==> config.mk <==
export PLATFORM = sky130hd
export DESIGN_NAME = calibration_sequencer
export DESIGN_NICKNAME = d
export VERILOG_FILES = /design/src/common/cal_seq_pkg.sv /design/src/hw/calibration_sequencer.sv
export VERILOG_INCLUDE_DIRS = /design/src /design/src/common
export SDC_FILE = /design/constraint.sdc
export NUM_CORES = 1
export LEC_CHECK = 0
export ABC_CLOCK_PERIOD_IN_PS = 6200
export BUFFER_PORTS_ARGS = -buffer_cell sky130_fd_sc_hd__clkbuf_2
export CAP_MARGIN = 15
export CORE_AREA = 2 2 200 202
export DETAILED_ROUTE_END_ITERATION = 8
export DIE_AREA = 0 0 202 204
export GPL_TIMING_DRIVEN = 0
export SYNTH_ARGS = -nofsm -noshare
export SYNTH_HDL_FRONTEND = slang
export SYNTH_SLANG_ARGS = --single-unit
==> constraint.sdc <==
create_clock -name I_CORE_CLK -period 6.2 [get_ports I_CORE_CLK]
set_input_delay 0.62 -clock I_CORE_CLK [delete_from_list [all_inputs] [get_ports I_CORE_CLK]]
set_output_delay 0.62 -clock I_CORE_CLK [all_outputs]
set_load 0.02 [all_outputs]
==> src/common/cal_seq_consts.svh <==
// Register offsets, field positions, reset values and timing counts
`ifndef CAL_SEQ_CONSTS_SVH
`define CAL_SEQ_CONSTS_SVH
`define OFS_CAL_CTRL      10'h016
`define OFS_SEQ_STAT      10'h017
`define OFS_SYN_CTRL      10'h018
`define OFS_BBPLL_DIV     10'h019
`define OFS_CP_START      10'h01A
`define OFS_BBPLL_STAT    10'h05E
`define OFS_RX_INT_WORD   10'h231
`define OFS_RX_CP_STAT    10'h244
`define OFS_RX_LOCK_STAT  10'h247
`define OFS_TX_INT_WORD   10'h271
`define OFS_TX_CP_STAT    10'h284
`define OFS_TX_LOCK_STAT  10'h287
`define BIT_BB_DC         0
`define BIT_RF_DC         1
`define BIT_RX_QUAD       2
`define BIT_TX_MON        3
`define BIT_TX_QUAD       4
`define BIT_GAIN_STEP     5
`define BIT_TX_FILT       6
`define BIT_RX_FILT       7
`define SEQ_BITS_MASK     8'h3F
`define BIT_BBPLL_LOCK    7
`define BIT_CP_DONE       7
`define BIT_SYN_LOCK      1
`define BIT_TDD_MODE      0
`define BIT_VCO_MASK      1
`define FLD_VCO_LEN_LSB   2
`define FLD_VCO_LEN_MSB   4
`define CAL_CTRL_RST      8'h00
`define SYN_CTRL_RST      8'h00
`define BBPLL_DIV_RST     4'h1
`define VCO_STEPS         20'h00009
`define VCO_STEP_BASE     20'h0000C
`define VCO_ALC_WAIT      20'h00028
`define VCO_EXP_BASE      5'h07
`define CP_CAL_CYCLES     36864
`define BBPLL_CAL_PERIODS 3456
`define SEQ_STEP_CYCLES   64
`define FILT_CAL_CYCLES   64
`endif

==> src/common/cal_seq_pkg.sv <==
// Types shared by the calibration sequencer
package cal_seq_pkg;
    typedef enum logic [3:0] {
        S_WAIT, S_DONE, S_BBDC, S_RFDC, S_TXQ1, S_TXQ2,
        S_RXQ1, S_RXQ2, S_TXMON, S_GAIN, S_FLUSH
    } seq_e;
    typedef logic [19:0] cnt_t;
    typedef struct packed {
        logic [9:0] addr;
        logic [7:0] wdata;
        logic       wr;
        logic       rd;
    } reg_req_s;
endpackage

==> src/hw/calibration_sequencer.sv <==
// Calibration sequencer, synthesizer calibrations and their registers
//
// Decided for this implementation: the strobed register port.
`timescale 1ns/1ps
`include "cal_seq_consts.svh"
module calibration_sequencer
    import cal_seq_pkg::*;
#(
    parameter int CP_CAL_CYCLES     = `CP_CAL_CYCLES,
    parameter int BBPLL_CAL_PERIODS = `BBPLL_CAL_PERIODS,
    parameter int SEQ_STEP_CYCLES   = `SEQ_STEP_CYCLES,
    parameter int FILT_CAL_CYCLES   = `FILT_CAL_CYCLES
) (
    input  wire logic       I_CORE_CLK,
    input  wire logic       I_RST_N,
    input  wire logic [9:0] I_ADDR,
    input  wire logic [7:0] I_WDATA,
    input  wire logic       I_WR,
    input  wire logic       I_RD,
    input  wire logic       I_DIRECTION_SELECT,
    output logic      [7:0] O_RDATA,
    output logic      [3:0] O_SEQ_STATE,
    output logic            O_RX_SYNTH_EN,
    output logic            O_TX_SYNTH_EN,
    output logic            O_RX_LOCK,
    output logic            O_TX_LOCK,
    output logic            O_BBPLL_LOCK
);
    logic       rst_s1_q;
    logic       rst_n;
    reg_req_s   req;
    logic [7:0] ctrl_q;
    logic [7:0] ctrl_d;
    logic [7:0] syn_q;
    logic [3:0] bb_div_q;
    seq_e       seq_q;
    seq_e       seq_d;
    cnt_t       step_q;
    cnt_t       step_d;
    logic [7:0] done_clr;
    logic [7:0] pend;
    logic       seq_busy;
    logic [3:0] code_q;
    logic       filt_busy_q;
    logic       filt_rx_q;
    cnt_t       filt_cnt_q;
    logic [7:0] filt_clr;
    logic       filt_go;
    logic [2:0] dir_s_q;
    logic       dir_q;
    logic       dir_d;
    logic       dir_rise;
    logic       dir_fall;
    logic       tdd;
    logic       vco_mask;
    cnt_t       vco_len;
    logic       bb_lock_q;
    logic       bb_busy_q;
    cnt_t       bb_cnt_q;
    logic       en_q      [2];
    logic       lock_q    [2];
    logic       vco_busy_q[2];
    cnt_t       vco_cnt_q [2];
    logic       cp_busy_q [2];
    logic       cp_done_q [2];
    cnt_t       cp_cnt_q  [2];
    logic       trig      [2];
    logic       en_d      [2];
    logic [7:0] rdata_q;

    function automatic logic [3:0] seq_code(seq_e s);
        case (s)
            S_WAIT:  seq_code = 4'h0;
            S_DONE:  seq_code = 4'h1;
            S_BBDC:  seq_code = 4'h2;
            S_RFDC:  seq_code = 4'h3;
            S_TXQ1:  seq_code = 4'h4;
            S_TXQ2:  seq_code = 4'h5;
            S_RXQ1:  seq_code = 4'h6;
            S_RXQ2:  seq_code = 4'h7;
            S_TXMON: seq_code = 4'h8;
            S_GAIN:  seq_code = 4'h9;
            default: seq_code = 4'hA;
        endcase
    endfunction

    // Position in the fixed order, zero outside the steps
    function automatic int seq_pos(seq_e s);
        int p;
        p = 0;
        if (s != S_WAIT && s != S_DONE && s != S_FLUSH) begin
            p = int'(seq_code(s)) - 1;
        end
        return p;
    endfunction

    function automatic seq_e state_at(int p);
        case (p)
            1:       state_at = S_BBDC;
            2:       state_at = S_RFDC;
            3:       state_at = S_TXQ1;
            4:       state_at = S_TXQ2;
            5:       state_at = S_RXQ1;
            6:       state_at = S_RXQ2;
            7:       state_at = S_TXMON;
            default: state_at = S_GAIN;
        endcase
    endfunction

    function automatic int bit_at(int p);
        case (p)
            1:       bit_at = `BIT_BB_DC;
            2:       bit_at = `BIT_RF_DC;
            3, 4:    bit_at = `BIT_TX_QUAD;
            5, 6:    bit_at = `BIT_RX_QUAD;
            7:       bit_at = `BIT_TX_MON;
            default: bit_at = `BIT_GAIN_STEP;
        endcase
    endfunction

    // First requested step after the current one
    function automatic seq_e seq_after(seq_e cur, logic [7:0] b);
        int p;
        seq_after = S_FLUSH;
        for (p = 8; p >= 1; p--) begin
            if (p > seq_pos(cur) && b[bit_at(p)]) begin
                seq_after = state_at(p);
            end
        end
    endfunction

    // Quadrature bits clear only after their second step
    function automatic logic [7:0] clr_mask(seq_e s);
        clr_mask = 8'h00;
        if (s != S_TXQ1 && s != S_RXQ1 && seq_pos(s) != 0) begin
            clr_mask[bit_at(seq_pos(s))] = 1'b1;
        end
    endfunction

    function automatic logic hit(reg_req_s r, logic [9:0] a);
        hit = r.wr && r.addr == a;
    endfunction

    always_ff @(posedge I_CORE_CLK or negedge I_RST_N) begin
        if (!I_RST_N) begin
            rst_s1_q <= 1'b0;
            rst_n    <= 1'b0;
        end else begin
            rst_s1_q <= 1'b1;
            rst_n    <= rst_s1_q;
        end
    end

    assign req = '{addr: I_ADDR, wdata: I_WDATA, wr: I_WR, rd: I_RD};
    assign tdd      = syn_q[`BIT_TDD_MODE];
    assign vco_mask = syn_q[`BIT_VCO_MASK];
    assign pend     = ctrl_q & `SEQ_BITS_MASK;
    assign seq_busy = seq_q != S_WAIT && seq_q != S_DONE;

    // Direction pin: third stage must agree before a change counts
    always_ff @(posedge I_CORE_CLK or negedge rst_n) begin
        if (!rst_n) begin
            dir_s_q <= 3'h0;
            dir_q   <= 1'b0;
        end else begin
            dir_s_q <= {dir_s_q[1:0], I_DIRECTION_SELECT};
            dir_q   <= dir_d;
        end
    end
    assign dir_d    = (dir_s_q[1] == dir_s_q[2]) ? dir_s_q[2] : dir_q;
    assign dir_rise = !dir_q && dir_d;
    assign dir_fall = dir_q && !dir_d;

    // Idle until a start bit, then walk the order
    always_comb begin
        seq_d    = seq_q;
        step_d   = step_q;
        done_clr = 8'h00;
        case (seq_q)
            S_WAIT, S_DONE: begin
                if (|pend && !filt_busy_q) begin
                    seq_d  = seq_after(seq_q, pend);
                    step_d = cnt_t'(SEQ_STEP_CYCLES);
                end
            end
            S_FLUSH: seq_d = S_DONE;
            default: begin
                if (step_q == cnt_t'(1)) begin
                    done_clr = clr_mask(seq_q);
                    seq_d    = seq_after(seq_q, pend & ~done_clr);
                    step_d   = cnt_t'(SEQ_STEP_CYCLES);
                end else begin
                    step_d = step_q - cnt_t'(1);
                end
            end
        endcase
    end

    always_ff @(posedge I_CORE_CLK or negedge rst_n) begin
        if (!rst_n) begin
            seq_q  <= S_WAIT;
            step_q <= '0;
            code_q <= 4'h0;
        end else begin
            seq_q  <= seq_d;
            step_q <= step_d;
            code_q <= seq_code(seq_d);
        end
    end

    // Filter tuning waits for an idle sequencer
    assign filt_go = !seq_busy && pend == 8'h00 && !filt_busy_q &&
                     (ctrl_q[`BIT_RX_FILT] || ctrl_q[`BIT_TX_FILT]);
    always_comb begin
        filt_clr = 8'h00;
        if (filt_busy_q && filt_cnt_q == cnt_t'(1)) begin
            filt_clr[filt_rx_q ? `BIT_RX_FILT : `BIT_TX_FILT] = 1'b1;
        end
    end

    always_ff @(posedge I_CORE_CLK or negedge rst_n) begin
        if (!rst_n) begin
            filt_busy_q <= 1'b0;
            filt_rx_q   <= 1'b0;
            filt_cnt_q  <= '0;
        end else if (filt_go) begin
            filt_busy_q <= 1'b1;
            filt_rx_q   <= ctrl_q[`BIT_RX_FILT];
            filt_cnt_q  <= cnt_t'(FILT_CAL_CYCLES);
        end else if (filt_busy_q) begin
            filt_busy_q <= filt_cnt_q != cnt_t'(1);
            filt_cnt_q  <= filt_cnt_q - cnt_t'(1);
        end
    end

    // A new start bit wins over a same-cycle completion
    always_comb begin
        ctrl_d = ctrl_q & ~done_clr & ~filt_clr;
        if (hit(req, `OFS_CAL_CTRL)) begin
            ctrl_d = ctrl_d | req.wdata;
        end
    end

    // Reset loads defaults; ctrl_q start bits also clear when their steps end
    always_ff @(posedge I_CORE_CLK or negedge rst_n) begin
        if (!rst_n) begin
            ctrl_q   <= `CAL_CTRL_RST;
            syn_q    <= `SYN_CTRL_RST;
            bb_div_q <= `BBPLL_DIV_RST;
        end else begin
            ctrl_q <= ctrl_d;
            if (hit(req, `OFS_SYN_CTRL)) begin
                syn_q <= {3'h0, req.wdata[4:0]};
            end
            if (hit(req, `OFS_BBPLL_DIV)) begin
                bb_div_q <= req.wdata[3:0];
            end
        end
    end

    // Divide setting of zero is treated as one
    always_ff @(posedge I_CORE_CLK or negedge rst_n) begin
        if (!rst_n) begin
            bb_busy_q <= 1'b0;
            bb_lock_q <= 1'b0;
            bb_cnt_q  <= '0;
        end else if (hit(req, `OFS_BBPLL_DIV)) begin
            // Frequency change drops lock and recalibrates
            bb_busy_q <= 1'b1;
            bb_lock_q <= 1'b0;
            bb_cnt_q  <= cnt_t'(BBPLL_CAL_PERIODS) *
                         ((req.wdata[3:0] == 4'h0) ? cnt_t'(1)
                                                   : {16'h0000,
                                                      req.wdata[3:0]});
        end else if (bb_busy_q) begin
            bb_busy_q <= bb_cnt_q != cnt_t'(1);
            bb_lock_q <= bb_cnt_q == cnt_t'(1);
            bb_cnt_q  <= bb_cnt_q - cnt_t'(1);
        end
    end

    // Nine steps of base plus power term plus settling
    assign vco_len = `VCO_STEPS * (`VCO_STEP_BASE + `VCO_ALC_WAIT +
        (20'h00001 << (`VCO_EXP_BASE +
        {2'h0, syn_q[`FLD_VCO_LEN_MSB:`FLD_VCO_LEN_LSB]})));

    for (genvar i = 0; i < 2; i++) begin : g_synth
        localparam logic [9:0] INT_OFS = (i == 0) ? `OFS_RX_INT_WORD
                                                  : `OFS_TX_INT_WORD;
        // Integer word write or TDD direction edge
        assign trig[i] = hit(req, INT_OFS) ||
                         (tdd && ((i == 0) ? dir_fall : dir_rise));
        // Receive on low, transmit on high in TDD
        assign en_d[i] = !tdd || (dir_d == (i == 1));

        always_ff @(posedge I_CORE_CLK or negedge rst_n) begin
            if (!rst_n) begin
                en_q[i]       <= 1'b0;
                lock_q[i]     <= 1'b0;
                vco_busy_q[i] <= 1'b0;
                vco_cnt_q[i]  <= '0;
            end else begin
                en_q[i] <= en_d[i];
                if (trig[i] && !vco_mask) begin
                    vco_busy_q[i] <= 1'b1;
                    vco_cnt_q[i]  <= vco_len;
                    lock_q[i]     <= 1'b0;
                end else if (vco_busy_q[i]) begin
                    vco_busy_q[i] <= vco_cnt_q[i] != cnt_t'(1);
                    vco_cnt_q[i]  <= vco_cnt_q[i] - cnt_t'(1);
                    // Lock once calibration ends, if enabled
                    lock_q[i] <= vco_cnt_q[i] == cnt_t'(1) && en_d[i];
                end else if (trig[i]) begin
                    lock_q[i] <= en_d[i];
                end else if (!en_d[i]) begin
                    lock_q[i] <= 1'b0;
                end
            end
        end

        always_ff @(posedge I_CORE_CLK or negedge rst_n) begin
            if (!rst_n) begin
                cp_busy_q[i] <= 1'b0;
                cp_done_q[i] <= 1'b0;
                cp_cnt_q[i]  <= '0;
            end else if (hit(req, `OFS_CP_START) && req.wdata[i]) begin
                cp_busy_q[i] <= 1'b1;
                cp_done_q[i] <= 1'b0;
                cp_cnt_q[i]  <= cnt_t'(CP_CAL_CYCLES);
            end else if (cp_busy_q[i]) begin
                cp_busy_q[i] <= cp_cnt_q[i] != cnt_t'(1);
                cp_done_q[i] <= cp_cnt_q[i] == cnt_t'(1);
                cp_cnt_q[i]  <= cp_cnt_q[i] - cnt_t'(1);
            end
        end
    end

    // Status bits sit at their bit positions
    always_ff @(posedge I_CORE_CLK or negedge rst_n) begin
        if (!rst_n) begin
            rdata_q <= 8'h00;
        end else if (req.rd) begin
            case (req.addr)
                `OFS_CAL_CTRL:     rdata_q <= ctrl_q;
                `OFS_SEQ_STAT:     rdata_q <= {4'h0, code_q};
                `OFS_SYN_CTRL:     rdata_q <= syn_q;
                `OFS_BBPLL_DIV:    rdata_q <= {4'h0, bb_div_q};
                `OFS_CP_START:     rdata_q <= {6'h00, cp_busy_q[1],
                                               cp_busy_q[0]};
                `OFS_BBPLL_STAT:   rdata_q <= {bb_lock_q, 7'h00};
                `OFS_RX_CP_STAT:   rdata_q <= {cp_done_q[0], 7'h00};
                `OFS_TX_CP_STAT:   rdata_q <= {cp_done_q[1], 7'h00};
                `OFS_RX_LOCK_STAT: rdata_q <= {6'h00, lock_q[0], 1'b0};
                `OFS_TX_LOCK_STAT: rdata_q <= {6'h00, lock_q[1], 1'b0};
                default:           rdata_q <= 8'h00;
            endcase
        end else begin
            rdata_q <= 8'h00;
        end
    end

    assign O_RDATA       = rdata_q;
    assign O_SEQ_STATE   = code_q;
    assign O_RX_SYNTH_EN = en_q[0];
    assign O_TX_SYNTH_EN = en_q[1];
    assign O_RX_LOCK     = lock_q[0];
    assign O_TX_LOCK     = lock_q[1];
    assign O_BBPLL_LOCK  = bb_lock_q;
endmodule

==> flow_summary.ini <==
[critical_path]
critical_path_arrival_ps = 4290
cpMaxStageDelayCell = sky130_fd_sc_hd__a2111oi_0
critical_path_maximum_fanout = 10
worstPathRequired_ps = 6510
cpLargestDelayFamily = compound AO/OA/AOI/OAI gates
worst_r2r_endpoint = vco_cnt_q[17]
timing.critical_path.to_type = flop
timing.critical_path.from_type = flop
timing.critical_path.cells = clkbuf_1 -> nor2_1 -> ha_1 -> and2_1 -> ha_1 -> ha_1 -> ha_1 -> a21o_1 -> a2111oi_0 -> o311ai_0 -> a31oi_1 -> xor2_1 -> mux2i_1
timing_worst_setup_path_type = flop to flop
critical-path-top-cell-by-count = sky130_fd_sc_hd__ha_1
ff2ff_setup_slack_ps = 2220
cp_num_buf_inv = 1
worstReg2RegStart = syn_q[2]
slowest_delay_ps = 610
ff2ff_path_depth = 13

[clock_network]
clockRootBuffer = sky130_fd_sc_hd__clkbuf_16
clock_insertion_delay_worst_skew_ps = 440
tritoncts = done
clock_sink_count = 192
cts_made_buffers = 17
htree_depth = 4
ctsLongestPathBuffers = 2
clkTransAtPathRegs_ps = 70

[layout]
areaGrowthSynthToFinish_pct = 13.2
final_layout_size_suffix_gt1_share_pct = 11.4
mostFrequentLayoutCell = sky130_fd_sc_hd__dfrtp_1
layout_common_cells = sky130_fd_sc_hd__dfrtp_1 (190), sky130_fd_sc_hd__nor2_1 (160), sky130_fd_sc_hd__nand2_1 (124), sky130_fd_sc_hd__xnor2_1 (75), sky130_fd_sc_hd__o21ai_0 (69)
design_area_um2 = 13100
final_net_count = 1420
final-instance-count-excl-fill = 1872
diode_insertion_count_for_antenna_repair = 0
final_util_pct = 33.5

[global_route]
grt_util_all_layers_pct = 13.8
grt_max_degree = 66
grt_pass1_wl_mm = 46.3
global_route.overflow_total = 0
grt_antenna_before_repair = 2
vias_in_the_first_global_route = 9100

[min_path]
worst_hold_path_type = flop to asynchronous set/reset pin

[synthesis]
mappedNetlistArea_um2 = 11600
syn_inst = 1266
synth_enable_flop_cells = 0
synthesis.yosys.warnings = 0
postSynthAreaPerCell_um2 = 9.17
synth_seq_cells = 192
synthTopCellsByArea = sky130_fd_sc_hd__dfrtp_1 (41%), sky130_fd_sc_hd__ha_1 (6.5%), sky130_fd_sc_hd__xnor2_1 (5.7%), sky130_fd_sc_hd__nor2_1 (5.2%), sky130_fd_sc_hd__nand2_1 (4.0%)
synth_seq_area_share_pct = 41.4
post_synth_num_cell_types = 94
synth-async-reset-ratio_pct = 100
synth.top_cell.area_share_pct = 41.2
dominantRegCellSynth = sky130_fd_sc_hd__dfrtp_1
netlist.top_cell.by_area = sky130_fd_sc_hd__dfrtp_1

[power]
seq_power_share_pct = 48.8
vdd_drop_max_uv = 178
power.switching_fraction_pct = 30.8
power.leakage_uw = 0.00512
power.combinational.fraction_pct = 18.8
clockPowerShare_pct = 32.4
netSwitchingPower_uw = 1030
power_density_relative_to_cell_area_nw_per_um2 = 254
p_int_uw = 2310

[run_status]
outcome = finished clean

[timing]
final.setup.worst_slack_ps = 2220
timing.final.crit_period_ps = 3980
layout_worst_path_cycle_share_pct = 64.2
fin_worst_skew_ps = 12.4
grt_setup_unrepaired = false
finalSetupViolCount = 0
timing_worst_slew_pin_value_ps = 971
maximum_operating_frequency_mhz = 251
timing.final.hold_violations = 0
slew_headroom_pct = 34.7
drv_slew = 0

[route]
post_drt_via_cell_ratio = 4.96
first_iter_violations = 623
antenna_left = 0
routed-via-count = 9291
drc_errors = 0
drt-pass1-iter-count = 6
post_drt_wl_per_cell_um = 14.8
routed_wirelength_mm = 27.7

[floorplan]
die_x_um = 202
top_level_pins = 40
die-area_um2 = 41200
starting_utilization_of_the_core_area_pct = 29.6
fp.coreArea_um2 = 39200
die_height_um = 204
floorplan.rows = 73

[placed_design]
place_worst_setup_slack_ps = 2230
routabilityCongestion = 0.882
io_buffer_count = 38
post_dp_cell_area_um2 = 12600
detailed_place_hpwl_mm = 20.5
numPlacedInstances = 1838

[flow_run]
timing.max_cap.violations = 0
-- sequential cells by signal, indices dropped and copies added (netlist names), 4 cells and up --
name	cells
syn_q	5
step_q	20
filt_cnt_q	20
bb_div_q	4
ctrl_q	8
cp_cnt_q	40
seq_q	4
bb_cnt_q	20
vco_cnt_q	40
O_RDATA	8
-- worst max path at each step --
stage,from,end,slack [ps],depth (start not counted)
detailed placement,syn_q[2],vco_cnt_q[17],2230,13
CTS,syn_q[2],vco_cnt_q[17],2240,13
global placement,rst_n,step_q[10],-2070,0
global route,syn_q[2],vco_cnt_q[17],1840,13
floorplan,rst_n,O_BBPLL_LOCK,460,0
finish,syn_q[2],vco_cnt_q[17],2220,13
-- final cells by class --
type / count / area, um2
fill: 4032 / 26000
multi-input combinational: 994 / 6430
sequential: 192 / 4810
tap: 525 / 657
clock buffer: 21 / 450
timing repair buffer: 43 / 288
buffer: 53 / 270
inverter: 33 / 124
clock inverter: 11 / 109
-- cell usage after synthesis, types with 17 or more instances --
master	instances
sky130_fd_sc_hd__dfrtp_1	191
sky130_fd_sc_hd__nor2_1	160
sky130_fd_sc_hd__nand2_1	124
sky130_fd_sc_hd__xnor2_1	75
sky130_fd_sc_hd__o21ai_0	69
sky130_fd_sc_hd__ha_1	60
sky130_fd_sc_hd__a21oi_1	57
sky130_fd_sc_hd__nor3_1	53
sky130_fd_sc_hd__xor2_1	38
sky130_fd_sc_hd__inv_1	33
sky130_fd_sc_hd__or3_1	27
sky130_fd_sc_hd__nand3_1	26
sky130_fd_sc_hd__buf_2	25
sky130_fd_sc_hd__nor4_1	25
sky130_fd_sc_hd__nand2b_1	23
sky130_fd_sc_hd__clkbuf_1	22
sky130_fd_sc_hd__nor2b_1	17
-- power groups by stage --
stage	Clock (uW)	Sequential (uW)	Combinational [uW]
floorplan	0	1630	482
global placement	0	1660	580
detailed placement	0	1650	627
CTS	1110	1630	632
global route	1160	1650	723
finish	1080	1630	626
-- per-layer routing --
metal	global-route usage, %	routed length, um	up-vias
li1	-	-	4593
met1	19.0	13400	4458
met2	21.6	12400	202
met3	3.09	1440	34
met4	4.41	527	4
met5	0	21	-
-- per-stage QoR --
| step | hold slack, ps | total power [uW] | setup TNS [ps] |
|---|---|---|---|
| 2_1_floorplan | 324 | 2110 | 0 |
| 3_3_place_gp | 336 | 2240 | -387270 |
| 3_5_place_dp | 146 | 2270 | 0 |
| 4_1_cts | 152 | 3370 | 0 |
| 5_1_grt | 161 | 3530 | 0 |
| 6_report | 149 | 3340 | 0 |
-- what timing repair did --
item,in CTS,in global routing
hold buffers,1,0
resized for setup,0,0
buffers inserted,0,0
endpoints found under the hold margin,2,0
-- cells by family (layout without fill, tap and decap cells) --
group / count (synthesis) / after routing / synth area share, %
simple gates: 546 / 546 / 24.1
compound gates: 250 / 250 / 14.3
flops: 192 / 192 / 41.4
xor+xnor: 113 / 113 / 8.52
buf+inv: 86 / 161 / 3.39
fa+ha+maj: 64 / 64 / 7.07
mux: 13 / 13 / 1.19
other cells: 2 / 8 / 0.0647
(Power assumes the default switching activity.)
